File: config.mk
export PLATFORM = sky130hd
export DESIGN_NAME = cansr_status
export DESIGN_NICKNAME = d
export VERILOG_FILES = /design/src/rtl/cansr_pkg.sv /design/src/rtl/cansr_status.sv
export VERILOG_INCLUDE_DIRS = /design/src /design/src/rtl
export SDC_FILE = /design/constraint.sdc
export NUM_CORES = 1
export LEC_CHECK = 0
export ABC_AREA = 1
export BUFFER_PORTS_ARGS = -buffer_cell sky130_fd_sc_hd__buf_2
export CAP_MARGIN = 20
export CORE_AREA = 2 2 166 168
export CTS_CLUSTER_DIAMETER = 150
export DETAILED_ROUTE_END_ITERATION = 16
export DIE_AREA = 0 0 168 170
export HOLD_SLACK_MARGIN = 0.06
export SETUP_SLACK_MARGIN = 0.3
export SLEW_MARGIN = 10
export SYNTH_ARGS = -nofsm -noshare
export SYNTH_HDL_FRONTEND = slang
export SYNTH_SLANG_ARGS = --single-unit
File: constraint.sdc
create_clock -name clk -period 16.2 [get_ports clk]
set_input_delay 3.24 -clock clk [delete_from_list [all_inputs] [get_ports clk]]
set_output_delay 3.24 -clock clk [all_outputs]
set_load 0.01 [all_outputs]
File: src/rtl/cansr_defines.svh
// Register offsets, field positions, reset values and limits for the CAN status and retry block.
// Function
// - Software bit turns automatic resending of errored messages on or off.
// - Reading main status register clears a pending status interrupt.
// - Main status has a flag set while controller is bus-off.
// - Error-warning flag set once either error counter reaches at least 96.
// - Main status has a flag showing the error-passive state.
// - Receive-ok flag set on any successful reception, filter match or not.
// - Transmit-ok flag set on every successful transmission.
// - Main status holds a 3-bit last-error-code field including no error.
// - Stuffing error and fixed-format form error have distinct codes.
// - Missing acknowledgement of own frame has a distinct code.
// - Recessive driven but dominant seen reports a bit-one error code.
// - Dominant driven but recessive seen reports a bit-zero error code.
// - Checksum mismatch in a received frame has a distinct code.
// - Four 32-bit per-object bitmaps let software survey all objects at once.
// - Pending bit set while the object still waits to transmit.
// - Fresh-data bit set once a new message is stored and not yet read.
// - Valid bit set while object holds a valid configuration, clear when unused.
// - Exactly 32 message objects, numbered 1 to 32.
// - Overwriting unread stored data flags data-lost for that object.
`ifndef CANSR_DEFINES_SVH
`define CANSR_DEFINES_SVH

`define CANSR_OFF_STATUS     12'h000
`define CANSR_OFF_TX_PEND    12'h004
`define CANSR_OFF_FRESH      12'h008
`define CANSR_OFF_VALID      12'h00C
`define CANSR_OFF_CONTROL    12'h010
`define CANSR_OFF_LOST       12'h014
`define CANSR_OFF_ERRCNT     12'h018

`define CANSR_BIT_LEC_LSB    0
`define CANSR_BIT_TXOK       3
`define CANSR_BIT_RXOK       4
`define CANSR_BIT_EPASS      5
`define CANSR_BIT_EWARN      6
`define CANSR_BIT_BUSOFF     7
`define CANSR_BIT_STS_INT    8

`define CANSR_BIT_RETRY      0
`define CANSR_BIT_STS_IEN    1

`define CANSR_RST_CONTROL    2'h1
`define CANSR_WARN_LIMIT     8'h60
`define CANSR_PASSIVE_LIMIT  8'h80
`define CANSR_OBJECTS        32

`endif

File: src/rtl/cansr_pkg.sv
// Types shared by the CAN status and retry block.
`default_nettype none
package cansr_pkg;

  // Last error code values.
  typedef enum logic [2:0] {
    CANSR_LEC_NONE     = 3'h0,
    CANSR_LEC_STUFF    = 3'h1,
    CANSR_LEC_FORM     = 3'h2,
    CANSR_LEC_NOACK    = 3'h3,
    CANSR_LEC_REC_OVR  = 3'h4,
    CANSR_LEC_DOM_LOST = 3'h5,
    CANSR_LEC_CHECKSUM = 3'h6,
    CANSR_LEC_UNUSED   = 3'h7
  } cansr_lec_t;

  // Events reported by the protocol engine: ok and error flags are one-cycle pulses, counters and bus-off are levels.
  typedef struct packed {
    logic       rx_ok;
    logic       tx_ok;
    logic       err_valid;
    cansr_lec_t err_code;
    logic [7:0] tx_err_count;
    logic [7:0] rx_err_count;
    logic       bus_off;
  } cansr_engine_t;

  // Per-object events, one bit per object.
  typedef struct packed {
    logic [31:0] tx_request;
    logic [31:0] tx_done;
    logic [31:0] rx_store;
    logic [31:0] host_read;
    logic [31:0] cfg_set;
    logic [31:0] cfg_clear;
  } cansr_obj_ev_t;

endpackage : cansr_pkg
`default_nettype wire

File: src/rtl/cansr_status.sv
// CAN controller status and retry control with an AXI4-Lite register slave.
//
// Decided for this implementation: the AXI4-Lite slave port and the register offsets.
`timescale 1ns/1ps
`default_nettype none
`include "cansr_defines.svh"

module cansr_status (
  input  wire logic                  clk,
  input  wire logic                  reset,
  input  wire logic [11:0]           s_axi_awaddr,
  input  wire logic                  s_axi_awvalid,
  output logic                       s_axi_awready,
  input  wire logic [31:0]           s_axi_wdata,
  input  wire logic [3:0]            s_axi_wstrb,
  input  wire logic                  s_axi_wvalid,
  output logic                       s_axi_wready,
  output logic [1:0]                 s_axi_bresp,
  output logic                       s_axi_bvalid,
  input  wire logic                  s_axi_bready,
  input  wire logic [11:0]           s_axi_araddr,
  input  wire logic                  s_axi_arvalid,
  output logic                       s_axi_arready,
  output logic [31:0]                s_axi_rdata,
  output logic [1:0]                 s_axi_rresp,
  output logic                       s_axi_rvalid,
  input  wire logic                  s_axi_rready,
  input  wire cansr_pkg::cansr_engine_t engine,
  input  wire cansr_pkg::cansr_obj_ev_t obj_ev,
  output logic                       auto_resend_enable,
  output logic                       status_irq
);

  // Status flags and error state.
  logic             transmit_done_flag, next_transmit_done_flag;
  logic             receive_done_flag, next_receive_done_flag;
  logic             bus_off_flag, next_bus_off_flag;
  logic             error_warning_flag, next_error_warning_flag;
  logic             error_passive_flag, next_error_passive_flag;
  logic [2:0]       last_error_code_field, next_last_error_code_field;
  logic             status_pending, next_status_pending;
  logic [1:0]       control, next_control;
  logic [31:0]      transmit_pending_flag, next_transmit_pending_flag;
  logic [31:0]      fresh_message_flag, next_fresh_message_flag;
  logic [31:0]      object_configured_flag, next_object_configured_flag;
  logic [31:0]      overwrite_lost_flag, next_overwrite_lost_flag;
  logic [15:0]      err_counts, next_err_counts;

  // Bus channel state.
  logic             aw_held, next_aw_held;
  logic             w_held, next_w_held;
  logic [11:0]      aw_addr, next_aw_addr;
  logic [31:0]      w_data, next_w_data;
  logic [3:0]       w_strb, next_w_strb;
  logic             bvalid, next_bvalid;
  logic [1:0]       bresp, next_bresp;
  logic             rvalid, next_rvalid;
  logic [1:0]       rresp, next_rresp;
  logic [31:0]      rdata, next_rdata;
  logic             aw_ready, next_aw_ready;
  logic             w_ready, next_w_ready;
  logic             ar_ready, next_ar_ready;
  logic             irq, next_irq;

  logic             do_write;
  logic             do_read;
  logic             status_read;
  logic [31:0]      status_word;
  logic [31:0]      wmask;

  // Bus handshakes: one write and one read in flight, address and data in any order.
  always_comb begin
    do_write = aw_held && w_held && !bvalid;
    do_read  = s_axi_arvalid && !rvalid;
    status_read = do_read && (s_axi_araddr == `CANSR_OFF_STATUS);
    wmask = {{8{w_strb[3]}}, {8{w_strb[2]}}, {8{w_strb[1]}}, {8{w_strb[0]}}};
    status_word = 32'h0000_0000;
    status_word[`CANSR_BIT_LEC_LSB +: 3] = last_error_code_field;
    status_word[`CANSR_BIT_TXOK]   = transmit_done_flag;
    status_word[`CANSR_BIT_RXOK]   = receive_done_flag;
    status_word[`CANSR_BIT_EPASS]  = error_passive_flag;
    status_word[`CANSR_BIT_EWARN]  = error_warning_flag;
    status_word[`CANSR_BIT_BUSOFF] = bus_off_flag;
    status_word[`CANSR_BIT_STS_INT] = status_pending;
  end

  // Next values of the bus channels.
  always_comb begin
    next_aw_held = aw_held;
    next_w_held  = w_held;
    next_aw_addr = aw_addr;
    next_w_data  = w_data;
    next_w_strb  = w_strb;
    next_bvalid  = bvalid;
    next_bresp   = bresp;
    next_rvalid  = rvalid;
    next_rresp   = rresp;
    next_rdata   = rdata;
    if (s_axi_awvalid && !aw_held) begin
      next_aw_held = 1'b1;
      next_aw_addr = s_axi_awaddr;
    end
    if (s_axi_wvalid && !w_held) begin
      next_w_held = 1'b1;
      next_w_data = s_axi_wdata;
      next_w_strb = s_axi_wstrb;
    end
    if (do_write) begin
      next_aw_held = 1'b0;
      next_w_held  = 1'b0;
      next_bvalid  = 1'b1;
      // Only the control register is writable; everything else answers SLVERR.
      next_bresp   = (aw_addr == `CANSR_OFF_CONTROL) ? 2'h0 : 2'h2;
    end else if (bvalid && s_axi_bready) begin
      next_bvalid = 1'b0;
    end
    if (do_read) begin
      next_rvalid = 1'b1;
      next_rresp  = 2'h0;
      case (s_axi_araddr)
        `CANSR_OFF_STATUS:  next_rdata = status_word;
        `CANSR_OFF_TX_PEND: next_rdata = transmit_pending_flag;
        `CANSR_OFF_FRESH:   next_rdata = fresh_message_flag;
        `CANSR_OFF_VALID:   next_rdata = object_configured_flag;
        `CANSR_OFF_CONTROL: next_rdata = {30'h0000_0000, control};
        `CANSR_OFF_LOST:    next_rdata = overwrite_lost_flag;
        `CANSR_OFF_ERRCNT:  next_rdata = {16'h0000, err_counts};
        default: begin
          next_rdata = 32'h0000_0000;
          next_rresp = 2'h2;
        end
      endcase
    end else if (rvalid && s_axi_rready) begin
      next_rvalid = 1'b0;
    end
    // Ready outputs are registered copies of the free state, so no output leaves through a gate.
    next_aw_ready = !next_aw_held;
    next_w_ready  = !next_w_held;
    next_ar_ready = !next_rvalid;
  end

  // Next values of the control register and the status flags.
  always_comb begin
    next_control = control;
    if (do_write && aw_addr == `CANSR_OFF_CONTROL) begin
      next_control = (control & ~wmask[1:0]) | (w_data[1:0] & wmask[1:0]);
    end
    next_err_counts = {engine.tx_err_count, engine.rx_err_count};
    next_bus_off_flag = engine.bus_off;
    // Warning once either counter reaches the limit.
    next_error_warning_flag = (engine.tx_err_count >= `CANSR_WARN_LIMIT) ||
                              (engine.rx_err_count >= `CANSR_WARN_LIMIT);
    next_error_passive_flag = !engine.bus_off &&
                              ((engine.tx_err_count >= `CANSR_PASSIVE_LIMIT) ||
                               (engine.rx_err_count >= `CANSR_PASSIVE_LIMIT));
    next_receive_done_flag  = receive_done_flag;
    next_transmit_done_flag = transmit_done_flag;
    next_last_error_code_field = last_error_code_field;
    next_status_pending = status_pending;
    // A status read clears the ok flags and the code; a new event in the same cycle wins.
    if (status_read) begin
      next_receive_done_flag  = 1'b0;
      next_transmit_done_flag = 1'b0;
      next_last_error_code_field = cansr_pkg::CANSR_LEC_NONE;
      next_status_pending = 1'b0;
    end
    if (engine.rx_ok) begin
      next_receive_done_flag = 1'b1;
    end
    if (engine.tx_ok) begin
      next_transmit_done_flag = 1'b1;
    end
    // The engine classifies stuff, form, ack, bit and checksum errors into fixed codes.
    if (engine.err_valid) begin
      next_last_error_code_field = engine.err_code;
    end
    if (engine.rx_ok || engine.tx_ok || engine.err_valid ||
        (engine.bus_off != bus_off_flag) || (next_error_warning_flag != error_warning_flag) ||
        (next_error_passive_flag != error_passive_flag)) begin
      next_status_pending = 1'b1;
    end
    next_irq = next_status_pending && control[`CANSR_BIT_STS_IEN];
  end

  // Next values of the per-object bitmaps; bit n-1 belongs to object n.
  always_comb begin
    // Set over clear: a request or store in the same cycle as its clear survives.
    next_transmit_pending_flag = (transmit_pending_flag & ~obj_ev.tx_done) | obj_ev.tx_request;
    // Retry off: any engine error drops every pending request except those raised in the same cycle.
    if (!control[`CANSR_BIT_RETRY] && engine.err_valid) begin
      next_transmit_pending_flag = obj_ev.tx_request;
    end
    next_fresh_message_flag = (fresh_message_flag & ~obj_ev.host_read) | obj_ev.rx_store;
    next_overwrite_lost_flag = (overwrite_lost_flag & ~obj_ev.host_read) |
                               (fresh_message_flag & obj_ev.rx_store);
    next_object_configured_flag = (object_configured_flag & ~obj_ev.cfg_clear) | obj_ev.cfg_set;
  end

  // Bus channel registers; the ready flops leave reset high so the first request is taken at once.
  always_ff @(posedge clk or posedge reset) begin
    if (reset) begin
      aw_held <= 1'b0;
      w_held <= 1'b0;
      aw_addr <= 12'h000;
      w_data <= 32'h0000_0000;
      w_strb <= 4'h0;
      bvalid <= 1'b0;
      bresp <= 2'h0;
      rvalid <= 1'b0;
      rresp <= 2'h0;
      rdata <= 32'h0000_0000;
      aw_ready <= 1'b1;
      w_ready <= 1'b1;
      ar_ready <= 1'b1;
    end else begin
      aw_held <= next_aw_held;
      w_held <= next_w_held;
      aw_addr <= next_aw_addr;
      w_data <= next_w_data;
      w_strb <= next_w_strb;
      bvalid <= next_bvalid;
      bresp <= next_bresp;
      rvalid <= next_rvalid;
      rresp <= next_rresp;
      rdata <= next_rdata;
      aw_ready <= next_aw_ready;
      w_ready <= next_w_ready;
      ar_ready <= next_ar_ready;
    end
  end

  // Control and status registers; the resend bit leaves reset on.
  always_ff @(posedge clk or posedge reset) begin
    if (reset) begin
      control <= `CANSR_RST_CONTROL;
      err_counts <= 16'h0000;
      bus_off_flag <= 1'b0;
      error_warning_flag <= 1'b0;
      error_passive_flag <= 1'b0;
      receive_done_flag <= 1'b0;
      transmit_done_flag <= 1'b0;
      last_error_code_field <= 3'h0;
      status_pending <= 1'b0;
      irq <= 1'b0;
    end else begin
      control <= next_control;
      err_counts <= next_err_counts;
      bus_off_flag <= next_bus_off_flag;
      error_warning_flag <= next_error_warning_flag;
      error_passive_flag <= next_error_passive_flag;
      receive_done_flag <= next_receive_done_flag;
      transmit_done_flag <= next_transmit_done_flag;
      last_error_code_field <= next_last_error_code_field;
      status_pending <= next_status_pending;
      irq <= next_irq;
    end
  end

  // Per-object bitmap registers.
  always_ff @(posedge clk or posedge reset) begin
    if (reset) begin
      transmit_pending_flag <= 32'h0000_0000;
      fresh_message_flag <= 32'h0000_0000;
      overwrite_lost_flag <= 32'h0000_0000;
      object_configured_flag <= 32'h0000_0000;
    end else begin
      transmit_pending_flag <= next_transmit_pending_flag;
      fresh_message_flag <= next_fresh_message_flag;
      overwrite_lost_flag <= next_overwrite_lost_flag;
      object_configured_flag <= next_object_configured_flag;
    end
  end

  // Outputs come straight from flip-flops.
  always_comb begin
    s_axi_awready = aw_ready;
    s_axi_wready  = w_ready;
    s_axi_bvalid  = bvalid;
    s_axi_bresp   = bresp;
    s_axi_arready = ar_ready;
    s_axi_rvalid  = rvalid;
    s_axi_rresp   = rresp;
    s_axi_rdata   = rdata;
    auto_resend_enable = control[`CANSR_BIT_RETRY];
    status_irq = irq;
  end

endmodule : cansr_status
`default_nettype wire

==> flow_metrics.env, run 1 <==
export IMPL_async_flop_share=1.000
export IMPL_dieArea_sq_mm=0.02856
export IMPL_cp_arrival_ns=5.16
export IMPL_viasPerCell=4.671
export IMPL_post_cts_setup_buffer_count=0
export IMPL_cts_made_buffers=24
export IMPL_p_per_area_mw_per_mm2=111.3
export IMPL_synth_largest_area_cell="dfrtp_1"
export IMPL_grt_max_degree=140
export IMPL_clk_path_buf_depth=3
export IMPL_fmax_mhz=213.0
export IMPL_ir_drop_uv=72.14
export IMPL_port_buffers=289
export IMPL_worst_r2r_cell_count=6
export IMPL_setup_viol=0
export IMPL_fin_crit_ns=4.695
export IMPL_hp_class="register to register"
export IMPL_maxSlewViolCount=0
export IMPL_rrSetupSlack_ns=14.27
export IMPL_yosysTopAreaCellShare=0.5604
export IMPL_initialDrtViolationCount=480
export IMPL_antenna_cells=0
export IMPL_grt_pass1_vias=7652
export IMPL_first_pass_iters=5
export IMPL_avgSynthCellArea_sq_um=9.232
export IMPL_yosys_area_share_simple=0.1631
export IMPL_syn_inst=1006
export IMPL_post_route_drc_count=0
export IMPL_antenna_found_initial=1
export IMPL_die_height_um=170
export IMPL_grt_overflow_total=0
export IMPL_worstMarginPinSlew_ns=1.029
export IMPL_synth_xor_area_share=0.001886
export IMPL_gp_congestion=0.7846
export IMPL_synth_distinct_cells=32
export IMPL_synth_seq_area_share=0.5717
export IMPL_synth_fa_ha_area_frac=0
export IMPL_synth_compound_area_frac=0.1401
export IMPL_area_growth_pct=26.24
export IMPL_initial_utilization=0.3485
export IMPL_synth_edf_count=0
export IMPL_wirelength_um=25820
export IMPL_holdBufCountCts=0
export IMPL_clkTransAtPathRegs_ns=0.06
export IMPL_slew_headroom=0.3123
export IMPL_post_cts_resized=0
export IMPL_final_layout_size_suffix_gt1_frac=0.2830
export IMPL_p_leak_nw=6.499
export IMPL_cp_start_kind="input pin"
export IMPL_timing_hold_ws_ns=0.4717
export IMPL_die_x_um=168
export IMPL_core_area_sq_mm=0.02665
export IMPL_h_tree_depth=1
export IMPL_r2r_start="s_axi_rvalid$_DFF_PP0_"
export IMPL_period_share=0.2898
export IMPL_path_max_fanout=68
export IMPL_rsz0062_at_grt="false"
export IMPL_max_cap_violations=0
export IMPL_skew_ns=0.01844
export IMPL_crit_end="s_axi_rdata[10]$_DFFE_PP0P_"
export IMPL_required_ns=16.66
export IMPL_tns_ns=0
export IMPL_place_hpwl_um=17580
export IMPL_fin_nets=1571
export IMPL_grt_total_usage=0.1808
export IMPL_critPathLaunch="s_axi_araddr[11]"
export IMPL_run_status="complete, no violations"
export IMPL_clk_latency_ns=0.53
export IMPL_syn_area_sq_mm=0.009288
export IMPL_endpoint_kind="register"
export IMPL_io_pins=325
export IMPL_min_from="s_axi_rdata[21]$_DFFE_PP0P_"
export IMPL_hold_viol_final=0
export IMPL_ys_flop_type="dfrtp_1"
export IMPL_cts_sinks=212
export IMPL_grt_pass1_wl_um=40810
export IMPL_rows=60
export IMPL_synth_area_mux_share=0.01455
export IMPL_vias=7683
export IMPL_min_path_cells=2
export IMPL_worstSetupPathType="input pin to register"
export IMPL_ys_ff_latch=212
export IMPL_cts_root_buf="clkbuf_16"
export IMPL_synth_area_leaders="dfrtp_1, inv_1, nand2_1"
export IMPL_r2r_end="s_axi_rresp[1]$_DFFE_PP0P_"
export IMPL_final_antenna_net_count=0
export IMPL_yosysWarnings=0
export IMPL_cts_tree="yes"
export IMPL_synth_top_family_by_area="simple AND/OR/NAND/NOR gates"
export IMPL_wl_per_cell_um=15.69
[cells by family (layout without fill, tap and decap cells)]
logic type | Yosys count | count (layout)
flops | 212 | 212
simple gates | 343 | 343
mux | 12 | 12
xor+xnor | 2 | 2
compound gates | 211 | 211
other cells | 1 | 2
buf+inv | 225 | 522
[layer usage]
layer  vias to the layer above  GRT usage  routed length [um]
li1                       3787          -                   -
met1                      3608     0.2388               11370
met2                       254     0.3027               12060
met3                        34    0.04116                1794
met4                         0    0.04348                 590
met5                         -          0                   0
[registers in the layout, indices dropped and copies added (netlist names), 2 cells and up, named ones only]
register	cells
err_counts	16
s_axi_rdata	32
fresh_message_flag	32
transmit_pending_flag	32
overwrite_lost_flag	32
last_error_code_field	3
w_data	2
object_configured_flag	32
aw_addr	12
[layout by cell type, fill, tap and decap left out, types with 2 or more instances in the layout]
master,netlist,routed
clkbuf_16,0,24
nand2_2,4,5
o21ai_2,9,9
nor3_1,2,2
nand2_1,161,160
nand3_1,110,110
a21oi_1,6,6
dfrtp_1,208,208
o21ai_1,41,41
nor2_4,5,6
bufinv_16,0,3
conb_1,1,2
o21bai_1,67,67
buf_2,5,289
inv_1,187,186
mux2_2,12,12
clkbuf_1,8,8
buf_4,7,3
clkbuf_8,0,4
nor2_1,53,52
dfstp_2,4,4
nand4_1,2,2
nor2_2,2,2
o21ai_0,54,54
o22ai_1,32,32
[power breakdown]
part,switching (mW),internal (mW),leakage (nW)
clock network,0.214,0.338,0.387
logic,0.0787,0.0635,3.65
registers,0.0247,0.586,2.46
[layout make-up]
class	instances	area [sq um]
repair buffers	293	1489
clock buffers	36	685.7
multi-input cells	570	2989
inverters	188	713.2
clock inverters	5	111.4
well taps	341	426.7
flip-flops and latches	212	5310
fillers	2662	14930
[synth_stat cells (2+ instances only)]
master	number
buf_6	17
nor2_4	5
buf_2	5
nor2_1	53
buf_4	7
o22ai_1	32
nand2_1	161
nor3_1	2
mux2_2	12
o21ai_2	9
o21ai_1	41
inv_1	187
dfstp_2	4
dfrtp_1	208
nor2_2	2
nand2_2	4
clkbuf_1	8
o21bai_1	67
a21oi_1	6
nand3_1	110
nand4_1	2
o21ai_0	54
[how the worst min path moves through the flow]
| stage | endpoint |
|---|---|
| after floorplan | status_pending$_DFF_PP0_ |
| after global placement | s_axi_rdata[21]$_DFFE_PP0P_ |
| after detailed placement | s_axi_rdata[21]$_DFFE_PP0P_ |
| after CTS | s_axi_rdata[21]$_DFFE_PP0P_ |
| after global routing | s_axi_rdata[7]$_DFFE_PP0P_ |
| final | s_axi_rdata[21]$_DFFE_PP0P_ |
[metrics by stage]
step | power (mW) | cell area, sq um | instances | utilization | setup slack (ns)
after detailed placement | 0.7640 | 10910 | 1603 | 0.4093 | 11.01
after CTS | 1.322 | 11710 | 1644 | 0.4392 | 11.56
final | 1.305 | 11730 | 1645 | 0.4400 | 11.51
after global routing | 1.370 | 11730 | 1645 | 0.4400 | 11.30
after floorplan | 0.7001 | 9291 | 1007 | - | 7.172
after global placement | 0.7588 | 10910 | 1603 | 0.4093 | 10.99
[critical path, cell delays in order]
cell and delay, ns:
buf_2 0.10, nor2_1 0.10, and2_4 0.46, buf_4 0.65
nand3_1 0.25, o21ai_2 0.12, o21ai_1 0.08, nand2_1 0.08
Note: power is estimated with default switching activity, not from simulation.
==> inputs of run 2 (changes only) <==
Clock period 16.2 ns to 4.6 ns, I/O delays scaled along.
==> flow_metrics.env, run 2 (synthesized netlist as in run 1, its figures left out) <==
export IMPL_path_max_fanout=68
export IMPL_fin_crit_ns=2.423
export IMPL_worstSetupPathType="input pin to register"
export IMPL_max_cap_violations=0
export IMPL_skew_ns=0.01018
export IMPL_antenna_cells=0
export IMPL_wirelength_um=26340
export IMPL_fin_nets=1574
export IMPL_period_share=0.5267
export IMPL_placed_cell_area_sq_mm=0.01094
export IMPL_post_cts_resized=0
export IMPL_hp_class="register to register"
export IMPL_endpoint_kind="register"
export IMPL_p_per_area_mw_per_mm2=386.2
export IMPL_antenna_found_initial=0
export IMPL_place_hpwl_um=18230
export IMPL_run_status="complete, no violations"
export IMPL_hold_viol_final=0
export IMPL_post_cts_setup_buffer_count=0
export IMPL_worstMarginPinSlew_ns=1.075
export IMPL_maxSlewViolCount=0
export IMPL_required_ns=5.06
export IMPL_h_tree_depth=1
export IMPL_grt_total_usage=0.1838
export IMPL_rsz0062_at_grt="false"
export IMPL_final_antenna_net_count=0
export IMPL_intPower_mw=3.399
export IMPL_vias=7690
export IMPL_slew_headroom=0.2815
export IMPL_grt_max_degree=95
export IMPL_cp_arrival_ns=2.88
export IMPL_clkTransAtPathRegs_ns=0.06
export IMPL_tns_ns=0
export IMPL_initial_utilization=0.3485
export IMPL_die_x_um=168
export IMPL_holdBufCountCts=0
export IMPL_p_sw_frac=0.2501
export IMPL_io_pins=325
export IMPL_most_common_layout_cells="buf_2, dfrtp_1, inv_1"
export IMPL_core_area_sq_mm=0.02665
export IMPL_setup_viol=0
export IMPL_clkPwrFrac=0.414
export IMPL_ir_drop_uv=289.9
export IMPL_layout_commonest_cell="buf_2"
export IMPL_p_leak_nw=6.501
export IMPL_seqPwrFrac=0.475
export IMPL_cp_start_kind="input pin"
export IMPL_post_route_drc_count=0
export IMPL_grt_overflow_total=0
export IMPL_grt_pass1_vias=7893
export IMPL_first_pass_iters=4
export IMPL_grt_pass1_wl_um=41600
export IMPL_die_height_um=170
export IMPL_final_layout_size_suffix_gt1_frac=0.2852
export IMPL_dieArea_sq_mm=0.02856
export IMPL_gp_congestion=0.7625
export IMPL_cts_tree="yes"
export IMPL_clk_latency_ns=0.52
export IMPL_fin_area_sq_mm=0.01174
export IMPL_wl_per_cell_um=15.97
export IMPL_port_buffers=289
export IMPL_rows=60
export IMPL_cts_sinks=212
export IMPL_initialDrtViolationCount=478
export IMPL_finalPower_mw=4.533
export IMPL_combPwrFrac=0.112
export IMPL_viasPerCell=4.663
export IMPL_area_growth_pct=26.38
export IMPL_clk_path_buf_depth=3
export IMPL_power_switching_mw=1.134
export IMPL_cts_root_buf="clkbuf_16"
export IMPL_fmax_mhz=412.7
export IMPL_cts_made_buffers=25
==> run 2: layer usage <==
layer | wire length [um] | global-route usage | up-vias
met1 | 11660 | 0.2423 | 3627
li1 | - | - | 3786
met3 | 1776 | 0.03930 | 33
met5 | 0 | 0 | -
met4 | 539 | 0.04121 | 0
met2 | 12370 | 0.3119 | 244
==> run 2: cell type report <==
type                       instances  area [sq um]
multi-input combinational        570          2989
clock inverter                     3         21.27
clock buffer                      40         752.0
fill                            2688         14910
sequential                       212          5310
inverter                         188         709.4
tap                              341         426.7
timing repair buffer             295          1529
==> run 2: per-stage QoR <==
step	std cells	worst slack (ns)	hold WS (ns)	utilization
3_5_place_dp	1605	1.638	0.4597	0.4107
6_report	1649	2.177	0.4753	0.4404
3_3_place_gp	1605	1.642	0.4588	0.4107
4_1_cts	1648	2.195	0.4754	0.4397
2_1_floorplan	1007	0.9271	0.4624	-
5_1_grt	1649	2.012	0.4816	0.4404
==> run 2: power by group through the flow <==
stage	clock, mW	combinational, mW	sequential [mW]
after detailed placement	0	0.514	2.18
after global placement	0	0.503	2.18
after floorplan	0	0.297	2.17
after global routing	2.00	0.578	2.18
after CTS	1.92	0.517	2.15
final	1.88	0.506	2.15
==> run 2: worst max-delay path, stage by stage <==
cell,delay [ns]
buf_2,0.09
nor2_1,0.09
and2_4,0.44
buf_4,0.72
nand3_1,0.20
nand2_1,0.12
nor2_1,0.06
nand2_1,0.07
nand2_1,0.04
nand2_1,0.07
==> run 2: path summary, 6_finish.rpt <==
path / from / end / slack [ns] / cells after the start
min in group asynchronous: reset / fresh_message_flag[13]$_DFF_PP0_ / 0.56 / 2
hold reg to reg: s_axi_rdata[30]$_DFFE_PP0P_ / s_axi_rdata[30]$_DFFE_PP0P_ / 0.48 / 2
setup reg to reg: s_axi_rvalid$_DFF_PP0_ / s_axi_rdata[23]$_DFFE_PP0P_ / 2.60 / 6
max in group asynchronous: reset / transmit_pending_flag[29]$_DFF_PP0_ / 3.06 / 3
hold / removal: s_axi_rdata[30]$_DFFE_PP0P_ / s_axi_rdata[30]$_DFFE_PP0P_ / 0.48 / 2
setup / recovery: s_axi_araddr[9] / s_axi_rdata[7]$_DFFE_PP0P_ / 2.18 / 10
==> inputs of run 3 (changes only) <==
Clock period 4.6 ns to 2.3 ns, I/O delays scaled along.
==> flow_metrics.env, run 3 (synthesized netlist as in run 1, its figures left out) <==
export IMPL_post_cts_setup_buffer_count=0
export IMPL_grt_overflow_total=0
export IMPL_cts_made_buffers=24
export IMPL_ir_drop_uv=556.5
export IMPL_maxSlewViolCount=0
export IMPL_cts_root_buf="clkbuf_16"
export IMPL_die_height_um=170
export IMPL_fin_area_sq_mm=0.01215
export IMPL_clkTransAtPathRegs_ns=0.06
export IMPL_grt_pass1_vias=7726
export IMPL_vias=7722
export IMPL_core_area_sq_mm=0.02665
export IMPL_path_max_fanout=4
export IMPL_period_share=0.7544
export IMPL_max_stage_delay_ns=0.60
export IMPL_grt_total_usage=0.1812
export IMPL_place_hpwl_um=19010
export IMPL_fmax_mhz=576.3
export IMPL_layout_commonest_cell="buf_2"
export IMPL_hp_class="input pin to register"
export IMPL_grt_pass1_wl_um=40980
export IMPL_first_pass_iters=5
export IMPL_post_cts_resized=0
export IMPL_required_ns=1.84
export IMPL_setup_viol=0
export IMPL_port_buffers=289
export IMPL_initial_utilization=0.3485
export IMPL_cp_arrival_ns=1.28
export IMPL_tns_ns=0
export IMPL_path_delay_family="flip-flops"
export IMPL_worstSetupPathType="register to primary output"
export IMPL_io_pins=325
export IMPL_grt_max_degree=75
export IMPL_wl_per_cell_um=15.47
export IMPL_most_common_layout_cells="buf_2, dfrtp_1, inv_1"
export IMPL_dieArea_sq_mm=0.02856
export IMPL_final_antenna_net_count=0
export IMPL_seqCellArea_sq_mm=0.005310
export IMPL_initialDrtViolationCount=469
export IMPL_cp_start_kind="register"
export IMPL_viasPerCell=4.591
export IMPL_fin_crit_ns=1.735
export IMPL_path_buf_inv=1
export IMPL_clk_path_buf_depth=3
export IMPL_die_x_um=168
export IMPL_worstMarginPinSlew_ns=0.5065
export IMPL_final_layout_size_suffix_gt1_frac=0.2970
export IMPL_fillCellCount=2581
export IMPL_p_per_area_mw_per_mm2=780.3
export IMPL_clk_latency_ns=0.52
export IMPL_cp_slowest_cell="dfstp_2"
export IMPL_multi_input_area_sq_mm=0.002989
export IMPL_skew_ns=0.01115
export IMPL_max_cap_violations=0
export IMPL_cts_sinks=212
export IMPL_antenna_found_initial=1
export IMPL_hold_viol_final=0
export IMPL_fin_nets=1604
export IMPL_run_status="complete, no violations"
export IMPL_rsz0062_at_grt="false"
export IMPL_timing_hold_ws_ns=0.08748
export IMPL_wirelength_um=26020
export IMPL_gp_congestion=0.7728
export IMPL_h_tree_depth=1
export IMPL_rows=60
export IMPL_area_growth_pct=30.85
export IMPL_crit_chain="buf_2"
export IMPL_cts_tree="yes"
export IMPL_slew_headroom=0.6615
export IMPL_post_route_drc_count=0
export IMPL_endpoint_kind="primary output"
export IMPL_p_leak_nw=6.717
export IMPL_placed_cell_area_sq_mm=0.01113
export IMPL_finish_utilization=0.4560
==> run 3: changes by cell type in the layout (fill, tap and decap cells not counted), sizes merged, moves of 5 or more <==
cell,previous run,this run
dlygate4sd3,0,15
clkinv,1,11
bufinv,0,5
buf,295,311
clkbuf,40,27
==> run 3: final cells by class <==
class,instances,area share
diodes,1,0.0002059
clock buffers,27,0.05282
clock inverters,17,0.01843
inverters,188,0.05838
multi-input cells,570,0.2460
flip-flops and latches,212,0.4369
well taps,341,0.03511
repair buffers,326,0.1522
==> run 3: repair_timing <==
| action | 4_1_cts | 5_1_grt |
|---|---|---|
| endpoints found under the setup margin | 0 | 0 |
| endpoints found under the hold margin | 24 | 2 |
| hold buffers | 13 | 2 |
==> run 3: routing by layer <==
metal  up-vias  wire length (um)  share of wire  track usage
met4         0               462          0.018      0.03819
met2       236             12180           0.47       0.3054
met1      3608             11730           0.45       0.2411
li1       3849                 -              -            -
met3        29              1657          0.064      0.03953
met5         -                 0              0            0
==> run 3: metrics by stage <==
step / setup WS (ns) / std cells / power, mW
4_1_cts: 0.5403 / 1679 / 9.632
5_1_grt: 0.5178 / 1681 / 9.955
3_5_place_dp: 0.3222 / 1622 / 5.411
6_report: 0.5648 / 1682 / 9.483
3_3_place_gp: 0.3515 / 1622 / 5.381
2_1_floorplan: -0.9129 / 1007 / 4.932
==> run 3: path summary, 6_finish.rpt <==
path                                                              to                  startpoint  cells after the start  slack, ns
worst max register to register           s_axi_rdata[17]$_DFFE_PP0P_      s_axi_rvalid$_DFF_PP0_                      6       0.84
worst min-delay path                          bus_off_flag$_DFF_PP0_                   engine[0]                      1       0.09
worst max-delay path                              auto_resend_enable                    register                      1       0.56
max in group asynchronous                    s_axi_arready$_DFF_PP1_                       reset                      4       1.08
min in group asynchronous       object_configured_flag[12]$_DFF_PP0_                       reset                      3       0.48
worst min register to register            s_axi_rdata[3]$_DFFE_PP0P_  s_axi_rdata[3]$_DFFE_PP0P_                      2       0.48
==> run 3: where the power goes <==
| group | internal (mW) | switching [mW] |
|---|---|---|
| Combinational | 0.491 | 0.558 |
| Clock | 2.57 | 1.56 |
| Sequential | 4.12 | 0.177 |
| Total | 7.18 | 2.30 |
